$ cat src/design/lspim_pkg.sv
// constants and types of the byte-port spi master
package lspim_pkg;
   localparam logic [11:0] OFS_EVENT    = 12'h108;
   localparam logic [11:0] OFS_IRQ_SET  = 12'h304;
   localparam logic [11:0] OFS_IRQ_CLR  = 12'h308;
   localparam logic [11:0] OFS_ENABLE   = 12'h500;
   localparam logic [11:0] OFS_SCK_PSEL = 12'h508;
   localparam logic [11:0] OFS_OUT_PSEL = 12'h50C;
   localparam logic [11:0] OFS_IN_PSEL  = 12'h510;
   localparam logic [11:0] OFS_RXD      = 12'h518;
   localparam logic [11:0] OFS_TXD      = 12'h51C;
   localparam logic [11:0] OFS_RATE     = 12'h524;
   localparam logic [11:0] OFS_FORMAT   = 12'h554;
   localparam int          ADDR_W       = 12;
   localparam logic [31:0] PSEL_RESET   = 32'hFFFFFFFF;
   localparam logic [31:0] RATE_RESET   = 32'h04000000;
   localparam logic [31:0] RATE_K125    = 32'h02000000;
   localparam logic [31:0] RATE_M8      = 32'h80000000;
   localparam int          PSEL_CONN_BIT = 31;
   localparam int          PIN_W         = 6;
   localparam int          FMT_ORDER_BIT = 0;
   localparam int          FMT_PHASE_BIT = 1;
   localparam int          FMT_POL_BIT   = 2;
   localparam int          BITS_PER_UNIT = 8;
   // half serial period in system clocks at the slowest rate, 25 MHz / 125 kHz / 2
   localparam int          SYS_CLK_HZ    = 25000000;
   localparam int          SLOW_RATE_HZ  = 125000;
   localparam logic [7:0]  HALF_SLOW     = 8'(SYS_CLK_HZ / SLOW_RATE_HZ / 2);
   localparam logic [7:0]  HALF_MIN      = 8'h01;
   localparam logic [1:0]  RX_MOVE_DLY   = 2'h2;
   typedef enum logic [1:0] {ST_IDLE, ST_LEAD, ST_TRAIL, ST_SETTLE} lspim_state_t;
endpackage : lspim_pkg

$ cat src/design/lspim_core.sv
// byte-port spi master: register slave, serial engine, tx/rx double buffers
// What this block does
// - transmit and receive paths are each two bytes deep.
// - all four clock modes from polarity and phase bits.
// - disconnected clock or data-out route drops that output's enable; the data-in route's connect bit is unused.
// - routes act only while enabled; software changes them while disabled.
// - writing the transmit register starts a transfer.
// - second byte accepted at once, sent in write order.
// - one byte received for every byte sent.
// - second byte can land in holding while first is still unread.
// - byte-done event set whenever a byte enters visible receive register.
// - reading receive register moves held byte in at once.
// - second byte's event waits until it advances to visible register.
// - clocking stops when no byte remains to send.
// - received byte moves in shortly after the last bit period.
// - event register reads 0 until set, then 1.
// - order bit 0 sends msb first, 1 lsb first.
// - phase 0 samples leading edge; phase 1 samples trailing edge.
// - rate codes 125 kbps to 8 Mbps, doubling per step below the two fastest codes, which share one-cycle halves.
`timescale 1ns/1ns
module lspim_core
   import lspim_pkg::*;
(
   input  wire logic                       sys_clk,
   input  wire logic                       reset,
   input  wire logic [lspim_pkg::ADDR_W-1:0] addr,
   input  wire logic [31:0]                wdata,
   input  wire logic                       wr_stb,
   input  wire logic                       rd_stb,
   output logic      [31:0]                rdata,
   output logic                            irq,
   output logic                            sck_out,
   output logic                            sck_oe,
   output logic                            mosi_out,
   output logic                            mosi_oe,
   input  wire logic                       miso_in,
   output logic      [lspim_pkg::PIN_W-1:0] sck_pin,
   output logic      [lspim_pkg::PIN_W-1:0] mosi_pin,
   output logic      [lspim_pkg::PIN_W-1:0] miso_pin
);
   import lspim_pkg::*;

   // ----------------------------------------------------------------
   // registers
   // ----------------------------------------------------------------
   logic        event_reg;
   logic        irq_en_reg;
   logic        enable_reg;
   logic [31:0] sck_psel_reg;
   logic [31:0] out_psel_reg;
   logic [31:0] in_psel_reg;
   logic [31:0] rate_reg;
   logic [2:0]  format_reg;
   logic [31:0] rdata_reg;
   logic [7:0]  txd_reg;
   logic        txd_full_reg;
   logic [7:0]  txh_reg;
   logic        txh_full_reg;
   logic [7:0]  rxd_reg;
   logic [7:0]  rxh_reg;
   logic        rxh_full_reg;
   logic        rxd_full_reg;
   logic [7:0]  shift_reg;
   logic [7:0]  rx_shift_reg;
   logic [3:0]  bit_cnt_reg;
   logic [7:0]  div_cnt_reg;
   logic [1:0]  settle_cnt_reg;
   logic        sck_reg;
   logic        mosi_reg;
   logic        miso_meta_reg;
   logic        miso_sync_reg;
   lspim_state_t state_reg;

   // ----------------------------------------------------------------
   // decode
   // ----------------------------------------------------------------
   wire wr_event  = wr_stb && (addr == OFS_EVENT);
   wire wr_irqset = wr_stb && (addr == OFS_IRQ_SET);
   wire wr_irqclr = wr_stb && (addr == OFS_IRQ_CLR);
   wire wr_enable = wr_stb && (addr == OFS_ENABLE);
   wire cfg_ok    = wr_stb && !enable_reg; // routes frozen while running
   wire wr_sckp   = cfg_ok && (addr == OFS_SCK_PSEL);
   wire wr_outp   = cfg_ok && (addr == OFS_OUT_PSEL);
   wire wr_inp    = cfg_ok && (addr == OFS_IN_PSEL);
   wire wr_txd    = wr_stb && (addr == OFS_TXD);
   wire wr_rate   = wr_stb && (addr == OFS_RATE);
   wire wr_format = wr_stb && (addr == OFS_FORMAT);
   wire rd_rxd    = rd_stb && (addr == OFS_RXD);

   wire cpol      = format_reg[FMT_POL_BIT];
   wire cpha      = format_reg[FMT_PHASE_BIT];
   wire lsb_first = format_reg[FMT_ORDER_BIT];

   // ----------------------------------------------------------------
   // bit rate: half period in system clocks, clamped to one cycle
   // ----------------------------------------------------------------
   // 8 Mbps cannot be met at 25 MHz; fastest codes share one-cycle halves
   logic [7:0] half_cnt;
   always_comb
   begin
      case (rate_reg)
         32'h02000000: half_cnt = HALF_SLOW;
         32'h04000000: half_cnt = HALF_SLOW >> 1;
         32'h08000000: half_cnt = HALF_SLOW >> 2;
         32'h10000000: half_cnt = HALF_SLOW >> 3;
         32'h20000000: half_cnt = HALF_SLOW >> 4;
         32'h40000000: half_cnt = HALF_MIN;
         RATE_M8:      half_cnt = HALF_MIN;
         default:      half_cnt = HALF_SLOW >> 1;
      endcase
   end
   wire tick = (div_cnt_reg == 8'h00);

   // ----------------------------------------------------------------
   // engine
   // ----------------------------------------------------------------
   wire       work_avail = txd_full_reg;
   wire       last_bit   = (bit_cnt_reg == 4'(BITS_PER_UNIT - 1));
   wire [7:0] rx_next    = lsb_first ? {miso_sync_reg, rx_shift_reg[7:1]}
                                     : {rx_shift_reg[6:0], miso_sync_reg};
   wire       out_bit    = lsb_first ? shift_reg[0] : shift_reg[7];
   wire [7:0] sh_next    = lsb_first ? {1'b0, shift_reg[7:1]} : {shift_reg[6:0], 1'b0};
   wire       start      = enable_reg && (state_reg == ST_IDLE) && work_avail;
   wire       done_byte  = (state_reg == ST_SETTLE) && (settle_cnt_reg == 2'h0) && tick;
   // receive landing: into visible if empty-able, else into holding
   // visible stage stays busy until software reads it, not until the event is cleared
   wire       vis_busy   = rxh_full_reg || (rxd_full_reg && !rd_rxd);
   wire       rx_to_vis  = done_byte && !vis_busy;
   wire       hold_move  = rd_rxd && rxh_full_reg;

   always_ff @(posedge sys_clk)
   begin
      if (reset)
      begin
         state_reg      <= ST_IDLE;
         div_cnt_reg    <= 8'h00;
         bit_cnt_reg    <= 4'h0;
         settle_cnt_reg <= 2'h0;
         sck_reg        <= 1'b0;
         mosi_reg       <= 1'b0;
         shift_reg      <= 8'h00;
         rx_shift_reg   <= 8'h00;
      end
      else
      begin
         div_cnt_reg <= tick ? half_cnt - 8'h01 : div_cnt_reg - 8'h01;
         case (state_reg)
            ST_IDLE:
            begin
               sck_reg     <= cpol; // idle at polarity
               bit_cnt_reg <= 4'h0;
               if (start)
               begin
                  shift_reg   <= txd_reg; // oldest byte first
                  mosi_reg    <= lsb_first ? txd_reg[0] : txd_reg[7];
                  div_cnt_reg <= half_cnt - 8'h01;
                  state_reg   <= ST_LEAD;
               end
               else
                  mosi_reg <= 1'b0;
            end
            ST_LEAD:
               if (tick)
               begin
                  sck_reg   <= ~cpol;
                  state_reg <= ST_TRAIL;
                  if (!cpha)
                     rx_shift_reg <= rx_next; // sample leading
                  else
                  begin
                     mosi_reg  <= out_bit; // shift leading
                     shift_reg <= sh_next;
                  end
               end
            ST_TRAIL:
               if (tick)
               begin
                  sck_reg <= cpol;
                  if (cpha)
                     rx_shift_reg <= rx_next;
                  else
                  begin
                     shift_reg <= sh_next;
                     mosi_reg  <= lsb_first ? sh_next[0] : sh_next[7];
                  end
                  if (last_bit) // eight periods per unit
                  begin
                     settle_cnt_reg <= RX_MOVE_DLY;
                     state_reg      <= ST_SETTLE;
                  end
                  else
                  begin
                     bit_cnt_reg <= bit_cnt_reg + 4'h1;
                     state_reg   <= ST_LEAD;
                  end
               end
            ST_SETTLE: // short delay after last period
               if (tick)
               begin
                  if (settle_cnt_reg == 2'h0)
                     state_reg <= ST_IDLE; // stop if nothing left
                  else
                     settle_cnt_reg <= settle_cnt_reg - 2'h1;
               end
            default: state_reg <= ST_IDLE;
         endcase
         if (!enable_reg)
            state_reg <= ST_IDLE;
      end
   end

   // ----------------------------------------------------------------
   // tx double buffer
   // ----------------------------------------------------------------
   wire tx_pop = start;
   always_ff @(posedge sys_clk)
   begin
      if (reset)
      begin
         txd_reg      <= 8'h00;
         txd_full_reg <= 1'b0;
         txh_reg      <= 8'h00;
         txh_full_reg <= 1'b0;
      end
      else
      begin
         // a third write while both stages full is dropped unless tx_pop frees a stage in that cycle
         if (tx_pop)
         begin
            txd_full_reg <= txh_full_reg || wr_txd;
            txd_reg      <= txh_full_reg ? txh_reg : wdata[7:0];
            txh_full_reg <= txh_full_reg && wr_txd;
            if (txh_full_reg && wr_txd)
               txh_reg <= wdata[7:0];
         end
         else if (wr_txd && !txd_full_reg)
         begin
            txd_reg      <= wdata[7:0];
            txd_full_reg <= 1'b1;
         end
         else if (wr_txd && !txh_full_reg)
         begin
            txh_reg      <= wdata[7:0];
            txh_full_reg <= 1'b1;
         end
      end
   end

   // ----------------------------------------------------------------
   // rx double buffer and byte-done event
   // ----------------------------------------------------------------
   // a byte arriving with both stages full overwrites holding
   always_ff @(posedge sys_clk)
   begin
      if (reset)
      begin
         rxd_reg      <= 8'h00;
         rxh_reg      <= 8'h00;
         rxh_full_reg <= 1'b0;
         rxd_full_reg <= 1'b0;
         event_reg    <= 1'b0;
      end
      else
      begin
         if (hold_move)
         begin
            rxd_reg      <= rxh_reg;
            rxh_full_reg <= done_byte;
            if (done_byte)
               rxh_reg <= rx_shift_reg;
         end
         else if (rx_to_vis)
            rxd_reg <= rx_shift_reg;
         else if (done_byte)
         begin
            rxh_reg      <= rx_shift_reg; // held, event withheld
            rxh_full_reg <= 1'b1;
         end
         if (hold_move || rx_to_vis)
            rxd_full_reg <= 1'b1; // unread byte now visible
         else if (rd_rxd)
            rxd_full_reg <= 1'b0;
         // set beats software clear
         if (hold_move || rx_to_vis)
            event_reg <= 1'b1;
         else if (wr_event && !wdata[0])
            event_reg <= 1'b0;
      end
   end

   // ----------------------------------------------------------------
   // configuration registers
   // ----------------------------------------------------------------
   always_ff @(posedge sys_clk)
   begin
      if (reset)
      begin
         irq_en_reg   <= 1'b0;
         enable_reg   <= 1'b0;
         sck_psel_reg <= PSEL_RESET;
         out_psel_reg <= PSEL_RESET;
         in_psel_reg  <= PSEL_RESET;
         rate_reg     <= RATE_RESET;
         format_reg   <= 3'h0;
      end
      else
      begin
         if (wr_irqset && wdata[0])
            irq_en_reg <= 1'b1;
         else if (wr_irqclr && wdata[0])
            irq_en_reg <= 1'b0;
         if (wr_enable)
            enable_reg <= wdata[0];
         if (wr_sckp)
            sck_psel_reg <= wdata;
         if (wr_outp)
            out_psel_reg <= wdata;
         if (wr_inp)
            in_psel_reg <= wdata;
         if (wr_rate)
            rate_reg <= wdata;
         if (wr_format)
            format_reg <= wdata[2:0];
      end
   end

   // ----------------------------------------------------------------
   // read mux
   // ----------------------------------------------------------------
   logic [31:0] rd_mux;
   always_comb
   begin
      case (addr)
         OFS_EVENT:    rd_mux = {31'h0, event_reg};
         OFS_IRQ_SET:  rd_mux = {31'h0, irq_en_reg};
         OFS_IRQ_CLR:  rd_mux = {31'h0, irq_en_reg};
         OFS_ENABLE:   rd_mux = {31'h0, enable_reg};
         OFS_SCK_PSEL: rd_mux = sck_psel_reg;
         OFS_OUT_PSEL: rd_mux = out_psel_reg;
         OFS_IN_PSEL:  rd_mux = in_psel_reg;
         OFS_RXD:      rd_mux = {24'h0, rxd_reg};
         OFS_TXD:      rd_mux = {24'h0, txd_reg};
         OFS_RATE:     rd_mux = rate_reg;
         OFS_FORMAT:   rd_mux = {29'h0, format_reg};
         default:      rd_mux = 32'h00000000;
      endcase
   end

   always_ff @(posedge sys_clk)
   begin
      if (reset)
      begin
         rdata_reg     <= 32'h00000000;
         miso_meta_reg <= 1'b0;
         miso_sync_reg <= 1'b0;
      end
      else
      begin
         rdata_reg     <= rd_stb ? rd_mux : 32'h00000000;
         miso_meta_reg <= miso_in;
         miso_sync_reg <= miso_meta_reg;
      end
   end

   // ----------------------------------------------------------------
   // pin routing
   // ----------------------------------------------------------------
   wire sck_conn  = enable_reg && !sck_psel_reg[PSEL_CONN_BIT];
   wire mosi_conn = enable_reg && !out_psel_reg[PSEL_CONN_BIT];
   assign rdata    = rdata_reg;
   assign irq      = irq_en_reg && event_reg;
   assign sck_out  = sck_reg;
   assign sck_oe   = sck_conn;
   assign mosi_out = mosi_reg;
   assign mosi_oe  = mosi_conn;
   assign sck_pin  = sck_psel_reg[PIN_W-1:0];
   assign mosi_pin = out_psel_reg[PIN_W-1:0];
   assign miso_pin = in_psel_reg[PIN_W-1:0];
endmodule : lspim_core

$ cat config.mk
export PLATFORM = sky130hd
export DESIGN_NAME = lspim_core
export DESIGN_NICKNAME = d
export VERILOG_FILES = /design/src/design/lspim_pkg.sv /design/src/design/lspim_core.sv
export SDC_FILE = /design/constraint.sdc
export NUM_CORES = 1
export LEC_CHECK = 0
export ABC_AREA = 1
export BUFFER_PORTS_ARGS = -buffer_cell sky130_fd_sc_hd__buf_2
export CAP_MARGIN = 20
export CORE_MARGIN = 2
export CORE_UTILIZATION = 25
export DETAILED_ROUTE_END_ITERATION = 16
export HOLD_SLACK_MARGIN = 0.03
export PLACE_DENSITY = 0.51
export SKIP_LAST_GASP = 1
export SLEW_MARGIN = 30
export SYNTH_ARGS = -nofsm -noshare
export SYNTH_HDL_FRONTEND = slang
export SYNTH_SLANG_ARGS = --single-unit
$ cat constraint.sdc
create_clock -name sys_clk -period 2 [get_ports sys_clk]
set_input_delay 0.1 -clock sys_clk [delete_from_list [all_inputs] [get_ports sys_clk]]
set_output_delay 0.1 -clock sys_clk [all_outputs]
set_load 0.05 [all_outputs]
## Yosys cells after proc, flatten, opt, wreduce, memory -nomap -nowiden

Cells that the tools add are included.

| word-level totals | value |
|---|---|
| register bits after elaboration | 238 |
| logic and storage cells | 208 |

| cells by class | value |
|---|---|
| $add $sub $neg | 4 |
| eq/ne operators | 36 |
| mux-type cells | 71 |
| bitwise logic cells | 3 |
| reduce and logical (&&, ||, !) cells | 67 |

Operators with widths:

| cell | number |
|---|---|
| $pmux W32 S10 | 1 |
| $mux W8 | 26 |
| $eq A12 B11 Y1 const B | 8 |
| $pmux W7 S5 | 1 |
| $eq A32 B26 Y1 const B | 1 |
| $eq A32 B28 Y1 const B | 1 |
| $eq A32 B29 Y1 const B | 1 |
| $eq A32 B30 Y1 const B | 1 |
| $eq A32 B31 Y1 const B | 1 |
| $eq A32 B32 Y1 const B | 1 |
| $logic_and A1 B1 Y1 | 28 |
| $eq A12 B10 Y1 const B | 2 |
| $mux W1 | 24 |
| $ne A2 B2 Y1 const B | 12 |
| $pmux W8 S3 | 1 |
| $mux W2 | 10 |
| $reduce_and A5 Y1 | 4 |
| $reduce_bool A2 Y1 | 10 |
| $pmux W8 S2 | 1 |
| $sub A8 B1 Y8 const B | 2 |
| $eq A12 B9 Y1 const B | 1 |
| $reduce_and A3 Y1 | 3 |
| $logic_not A1 Y1 | 8 |
| $logic_not A8 Y1 | 1 |
| other kinds (18) | 32 |

## Logic depth before layout (Yosys ltp)

Gate-level depths: netlist of the first run.

| depth | value |
|---|---|
| word-level depth | 9 |
| mapped depth | 14 |

## Worst setup path after synthesis of the first run

Ideal clock, no wire load.

| timing path | value |
|---|---|
| path kind | reg-to-reg |
| from | register rate_reg[18] |
| to | register div_cnt_reg[6] |
| data arrival time | 1822 ps |
| data required time | 1942 ps |
| path slack | 120 ps |
| stages on the path, launching flop included | 15 |
| buffers on the path | 0 |
| clock period less this slack | 1880 ps |
| cells stage by stage | dfxtp_1 -> nor2_1 -> nand2_1 -> nor2_1 -> nand2_1 -> nor2_1 -> o21ai_0 -> nand3_1 -> nand2_1 -> inv_1 -> ha_1 -> nand3_1 -> o21ai_0 -> nand2_1 -> nand2_1 |

| on the way | value |
|---|---|
| longest elaborated chain between the ends | 7 |

RTL lines:

| item | RTL line | source |
|---|---|---|
| from (decl) | lspim_core.sv:52 | `logic [31:0] rate_reg;` |
| from (signal assigned) | lspim_core.sv:321 | `rate_reg <= wdata;` |
| $eq A32 B32 Y1 / $eq A32 B31 Y1 (equally long branches) | lspim_core.sv:101 | `case (rate_reg)` |
| $reduce_or A2 Y1 (no source line) | n/a |  |
| $pmux W7 S5 (*) | lspim_core.sv:101 |  |
| $sub A8 B1 Y8 (*) | lspim_core.sv:146, lspim_core.sv:156 |  |
| $mux W8 | lspim_core.sv:146 | `div_cnt_reg <= tick ? half_cnt - 8'h01 : div_cnt_reg - 8'h01;` |
| $mux W8 | lspim_core.sv:152 | `if (start)` |
| $mux W8 (*) | lspim_core.sv:147 | `case (state_reg)` |
| to (signal assigned) | lspim_core.sv:146 |  |
| to (signal assigned) | lspim_core.sv:156 | `div_cnt_reg <= half_cnt - 8'h01;` |
| to (decl) | lspim_core.sv:66 | `logic [7:0] div_cnt_reg;` |

Every way passes the cells marked *; elsewhere a longest branch is shown, timed or not.
A chain may end at the register's enable or synchronous reset.

## Final worst setup path of the first run

| timing path | value |
|---|---|
| from | register state_reg[0] |
| to | register txh_reg[5] |

| on the way | value |
|---|---|
| longest elaborated chain between the ends | 5 |

RTL lines:

| item | RTL line | source |
|---|---|---|
| from (decl) | lspim_core.sv:72 | `lspim_state_t state_reg;` |
| from (signal assigned) | lspim_core.sv:135 | `state_reg <= ST_IDLE;` |
| from (signal assigned) | lspim_core.sv:157 | `state_reg <= ST_LEAD;` |
| from (signal assigned) | lspim_core.sv:166 | `state_reg <= ST_TRAIL;` |
| $logic_not A2 Y1 (*) | lspim_core.sv:123 | `wire start = enable_reg && (state_reg == ST_IDLE) && work_avail;` |
| $logic_and A1 B1 Y1 (*) (2 in series) | lspim_core.sv:123 |  |
| $ne A2 B1 Y1 (no source line), or another cell as far along | n/a |  |
| $reduce_and A3 Y1 (no source line) | n/a |  |
| to (signal assigned) | lspim_core.sv:234 | `txh_reg <= wdata[7:0];` |
| to (signal assigned) | lspim_core.sv:243 | `txh_reg <= wdata[7:0];` |
| to (decl) | lspim_core.sv:57 | `logic [7:0] txh_reg;` |

Marks and branches as above.

==> impl_metrics.csv, run 1 <==
group,metric,value,unit
outcome,status,"finished, final reports clean",
synthesis,synth_area,10410,µm²
critical_path,crit_family,"buffers and inverters",
critical_path,r2r_cells,13,
sta,hold_violations,0,
floorplan,ios,104,
route,via_per_inst,4.599,
cells_and_area,syn_to_final_growth,25.34,%
route,dr.first_iter.drc_count,562,
placement,port_buffers,103,
synthesis,ys_seq_area_share,45.78,%
critical_path,cp.arrival,2.29,ns
global_routing,grt_usage,13.84,%
route,vias,9599,
synthesis,syn_area_per_cell,7.439,µm²
sta,period_needed,1.849,ns
cells_and_area,final_layout_size_suffix_gt1_share,16.37,%
clock_tree,cts_made_buffers,28,
critical_path,critPathRequiredTime,2.45,ns
global_routing,grt_pass1_vias,9310,
sta,fmax,540.7,MHz
min_path,hold_end,"event_reg",
floorplan,coreArea,40920,µm²
sta,max_slew.worst_pin.slew,0.4575,ns
sta,skew,0.008912,ns
floorplan,die_area,43280,µm²
clock_tree,cts_buffer_depth,3,
sta,slew_headroom,69.38,%
clock_tree,clkSinkCount,238,
sta,hold_slack,0.1076,ns
synthesis,yosysMostFrequentCell,"nand2_1",
floorplan,die_h,208.0,µm
global_routing,grt_overflow,0,
critical_path,start_kind,"flop",
synthesis,synth_top_cell_by_area,"dfxtp_1",
critical_path,cpMostUsedCell,"inv_1",
route,first_pass_iters,5,
synthesis,synth_seq_cells,238,
sta,rsz0062_at_grt,"true",
sta,final.period_utilization,92.47,%
clock_tree,cts_tree,"yes",
sta,setup_viol,0,
critical_path,cp_max_fo,17,
sta,maxSlewViolCount,0,
route,drc,0,
critical_path,slowest_delay,0.35,ns
run,drv_cap,0,
pwr,ir_worst_vdd,0.5597,mV
clock_tree,htreeDepth,1,
clock_tree,clk_latency,0.54,ns
synthesis,synthCells,1399,
synthesis,ys_async_sr_fraction,0,%
placement,dp_hpwl,21500,µm
min_path,min_path_cells,7,
synthesis,synth_common_cells,"nand2_1 (340), dfxtp_1 (238), nor2_1 (163), inv_1 (118), o211ai_1 (108)",
placement,dp.cells,1994,
placement,globalplace.congestion,0.8626,
critical_path,path_cells,"inv_1, ha_1, nand2_2, nor2_4, buf_4, inv_1, nand2_1, nand2_1, inv_1, nor2_4, buf_12, nor2_1, a211oi_1",
min_path,hold_start,"addr[9]",
cells_and_area,fin_cells,2087,
floorplan,die_w,208.0,µm
synthesis,synth_cell_types,43,
global_routing,grt_max_degree,65,
critical_path,endpoint_kind,"flop",
critical_path,r2r_slack,0.15,ns
route,wl_per_cell,14.67,µm
critical_path,reg2reg_to,"txh_reg[5]",
clock_tree,clk_pin_slew,0.06,ns
synthesis,syn_nets,1457,
synthesis,synth_area_leaders,"dfxtp_1 (46%), nand2_1 (12%), o211ai_1 (7.8%), nor2_1 (5.9%), o21ai_0 (4.4%)",
global_routing,antenna_found_initial,3,
critical_path,worstSetupPathType,"flop to flop",
critical_path,reg2reg_from,"state_reg[0]",
critical_path,cp_slowest_cell,"dfxtp_1",
synthesis,yosys_most_used_dff,"dfxtp_1",
global_routing,grt_pass1_wl,49470,µm
critical_path,critPathBufInv,5,
synthesis,synth-edff-count,0,
clock_tree,root_buffer,"clkbuf_16",
floorplan,start_util,25.43,%
synthesis,netlist.area_leader.share,45.78,%
pwr,power_density,803.3,nW/µm²
cells_and_area,final_nets,1591,
cells_and_area,fillers,4405,
route,routed_wl,30620,µm
route,drt.antenna.violating_nets,0,
floorplan,rows,74,
pwr,p_leak,5.979,nW
synthesis,yosysWarningCount,0,
min_path,hold_class,"primary input to flop",
[how the worst max path moves through the flow]
stage	from	to	slack [ns]	cells past startpoint
finish	state_reg[0]	txh_reg[5]	0.15	13
global route	state_reg[0]	bit_cnt_reg[2]	-0.04	9
CTS	rate_reg[30]	div_cnt_reg[6]	0.06	13
detailed placement	rate_reg[12]	div_cnt_reg[6]	0.008	14
global placement	rate_reg[12]	div_cnt_reg[6]	0.1	14
floorplan	rate_reg[18]	div_cnt_reg[6]	0.12	14
[power breakdown]
group	leakage, nW	switching, mW	internal [mW]	total (mW)
clock	0.430	2.00	2.85	4.85
sequential	1.92	0.0476	4.81	4.86
combinational	3.63	0.454	0.312	0.766
[metrics by stage]
step | worst slack [ns] | area (µm²) | util, % | total power [mW] | TNS (ns)
after CTS | 0.06480 | 12950 | 31.65 | 10.63 | 0
after global placement | 0.09568 | 11670 | 28.52 | 5.644 | 0
final | 0.1505 | 13050 | 31.88 | 10.48 | 0
after floorplan | 0.1199 | 10410 | - | 5.423 | 0
after global routing | -0.04006 | 13040 | 31.87 | 10.94 | -0.1604
after detailed placement | 0.008231 | 11670 | 28.52 | 5.652 | 0
[per-layer routing]
layer	global-route usage [%]	vias up	share of wire, %
li1	-	4879	-
met1	17.81	4467	45
met2	24.06	202	48
met3	2.234	51	5.2
met4	3.448	0	2.0
met5	0	-	0
[area by class of cell]
class | count | area (µm²) | area share, %
multi-input cells | 946 | 4813 | 36.90
well taps | 532 | 665.6 | 5.103
clock buffers | 40 | 827.0 | 6.340
repair buffers | 192 | 1434 | 10.99
flip-flops and latches | 238 | 4766 | 36.53
clock inverters | 9 | 52.55 | 0.4028
diodes | 3 | 7.507 | 0.05755
inverters | 127 | 479.2 | 3.674
[placed cells by master (no fill, tap or decap), drive strengths merged, types with 4 or more instances in the layout]
cell / instances
nor3b: 4
nand2: 344
nand3b: 5
nor3: 10
inv: 124
xor2: 5
buf: 152
o21ai: 96
a211oi: 10
nor2: 171
a31oi: 9
a21oi: 79
clkbuf: 40
mux2: 8
o211ai: 108
clkinv: 9
nand3: 65
ha: 9
dlygate4sd3: 40
nand4: 10
dfxtp: 238
[tightest hold or removal path: stages]
cell and delay [ns]:
buf_2 0.11, nor2_2 0.05, nand4_1 0.14, o31ai_1 0.08
nand2_1 0.06, nand2_1 0.04, inv_1 0.04
[kinds of logic (layout without fill, tap and decap cells)]
logic type	count (synthesis)	count (layout)	synth area share, %
and+or+nand+nor	611	611	24.57
AOI/OAI and AO/OA	310	310	18.19
DFF	238	238	45.78
buffers and inverters	215	368	8.836
adders and majority gates	9	9	1.082
xor gates and xnor gates	8	8	0.6733
muxes	8	8	0.8656
other	0	3	0
[repair_timing]
| item | 4_1_cts | 5_1_grt |
|---|---|---|
| hold buffers | 40 | 0 |
| gates resized for setup | 1 | 25 |
| endpoints found under the setup margin | 1 | 37 |
| hold endpoints to repair | 141 | 0 |
| pin swaps | 0 | 2 |
| buffers inserted | 0 | 1 |
| cloned | 0 | 0 |
Power figures use the tool's default switching activity.
==> run 2, diff against run 1 <==
--- a/config.mk
+++ b/config.mk
@@ -6,13 +6,13 @@
 export NUM_CORES = 1
 export LEC_CHECK = 0
 export ABC_AREA = 1
-export BUFFER_PORTS_ARGS = -buffer_cell sky130_fd_sc_hd__buf_2
 export CAP_MARGIN = 20
 export CORE_MARGIN = 2
 export CORE_UTILIZATION = 25
 export DETAILED_ROUTE_END_ITERATION = 16
+export DONT_BUFFER_PORTS = 1
 export HOLD_SLACK_MARGIN = 0.03
-export PLACE_DENSITY = 0.51
+export PLACE_DENSITY = 0.49
 export SKIP_LAST_GASP = 1
 export SLEW_MARGIN = 30
 export SYNTH_ARGS = -nofsm -noshare
==> impl_metrics.csv, run 2 (synthesis results as in run 1) <==
group,metric,value,unit
outcome,status,"finished, final reports clean",
sta,worst_slack,0.1246,ns
cells_and_area,fin_util,31.49,%
sta,slew_headroom,58.55,%
global_routing,grt_usage,13.72,%
route,routed_wl,30230,µm
placement,dp.cells,1912,
cells_and_area,mostFrequentLayoutCells,"nand2_1 (337), dfxtp_1 (238), nor2_1 (156)",
floorplan,die_h,208.0,µm
clock_tree,clk_latency,0.57,ns
sta,setup_viol,0,
clock_tree,clkSinkCount,238,
global_routing,grt_pass1_vias,9022,
route,first_pass_iters,5,
critical_path,endpoint_kind,"flop",
sta,max_slew.worst_pin.slew,0.6194,ns
clock_tree,cts_tree,"yes",
placement,placed_cell_area,11320,µm²
cells_and_area,final_layout_size_suffix_gt1_share,11.46,%
critical_path,critPathRequiredTime,2.44,ns
cells_and_area,syn_to_final_growth,23.84,%
global_routing,grt_overflow,0,
cells_and_area,fillers,4381,
run,drv_cap,0,
critical_path,slowest_delay,0.31,ns
global_routing,antenna_found_initial,6,
critical_path,cp_max_fo,5,
placement,dp_hpwl,21300,µm
cells_and_area,fin_cells,2017,
pwr,p_leak,5.727,nW
sta,fmax,533.2,MHz
route,via_per_inst,4.640,
clock_tree,clk_pin_slew,0.06,ns
cells_and_area,final_cell_area,12890,µm²
route,wl_per_cell,14.99,µm
floorplan,ios,104,
route,vias,9359,
critical_path,cp_slowest_cell,"dfxtp_1",
sta,period_needed,1.875,ns
sta,final.period_utilization,93.77,%
floorplan,die_area,43280,µm²
critical_path,path_cells,"inv_1, ha_1, nand3_1, nor2_4, nor2_1, inv_1, nand3_2, nor3_4, buf_4, a21oi_1",
cells_and_area,final_nets,1518,
pwr,fin_total_pwr,11.15,mW
clock_tree,cts_buffer_depth,3,
cells_and_area,final_common_cell,"nand2_1",
critical_path,worstSetupPathType,"flop to flop",
clock_tree,root_buffer,"clkbuf_16",
pwr,power_density,864.8,nW/µm²
floorplan,rows,74,
clock_tree,cts_made_buffers,29,
floorplan,start_util,25.43,%
sta,hold_violations,0,
floorplan,die_w,208.0,µm
global_routing,grt_pass1_wl,48760,µm
critical_path,cp.arrival,2.32,ns
route,dr.first_iter.drc_count,625,
critical_path,cpMostUsedCell,"inv_1",
placement,globalplace.congestion,0.8253,
sta,tns,0,ns
pwr,ir_worst_vdd,0.5751,mV
sta,skew,0.02489,ns
placement,port_buffers,0,
route,drc,0,
global_routing,grt_max_degree,57,
critical_path,start_kind,"flop",
min_path,hold_class,"primary input to flop",
clock_tree,htreeDepth,1,
placement,detailedPlace.worstSlack,-0.07421,ns
floorplan,coreArea,40920,µm²
sta,rsz0062_at_grt,"true",
sta,maxSlewViolCount,0,
route,drt.antenna.violating_nets,0,
sta,hold_slack,0.06618,ns
-- run 2: layout make-up --
type / count / area (µm²) / area share [%]
inverters: 127 / 483.0 / 3.747
flip-flops and latches: 238 / 4765 / 36.97
diodes: 2 / 5.005 / 0.03883
clock inverters: 13 / 186.4 / 1.446
repair buffers: 118 / 1174 / 9.106
multi-input cells: 946 / 4780 / 37.08
well taps: 532 / 665.6 / 5.165
clock buffers: 41 / 830.8 / 6.446
-- run 2: worst max-delay path: cells and delay by family (launching register included) --
kind	cells	cell delay (ns)
AND/OR/NAND/NOR	5	0.82
buffers and inverters	3	0.40
flip-flops	1	0.31
adder cells (fa/ha/maj)	1	0.16
AO/OA/AOI/OAI	1	0.06
-- run 2: per-layer routing --
metal	up-vias	routed length [µm]	global-route usage (%)	share of wire, %
met2	159	14710	24.38	49
met5	-	38	0	0.13
li1	4754	-	-	-
met4	6	624	3.326	2.1
met1	4387	13630	17.21	45
met3	53	1215	2.279	4.0
-- run 2: worst paths after layout --
kind,slack [ns],from,end,cells past startpoint
worst max-delay path,0.12,div_cnt_reg[0],shift_reg[2],10
worst min-delay path,0.07,addr[4],format_reg[2],5
worst max register to register,0.12,div_cnt_reg[0],shift_reg[2],10
worst min register to register,0.40,miso_meta_reg,miso_sync_reg,2
-- run 2: where the power goes --
group	switching [mW]	internal, mW	total (mW)	leakage [nW]
Sequential	0.0448	4.81	4.86	1.92
Combinational	0.446	0.294	0.740	3.30
Clock	2.13	3.41	5.55	0.502
Total	2.63	8.52	11.1	5.73
-- run 2: timing repair --
action                                  in CTS  in global routing
hold buffers                                46                  0
hold endpoints to repair                   195                  0
cloned                                       0                  0
resized for setup                            1                 13
endpoints found under the setup margin       2                 32
pin swaps                                    0                  4
setup buffers                                0                  3
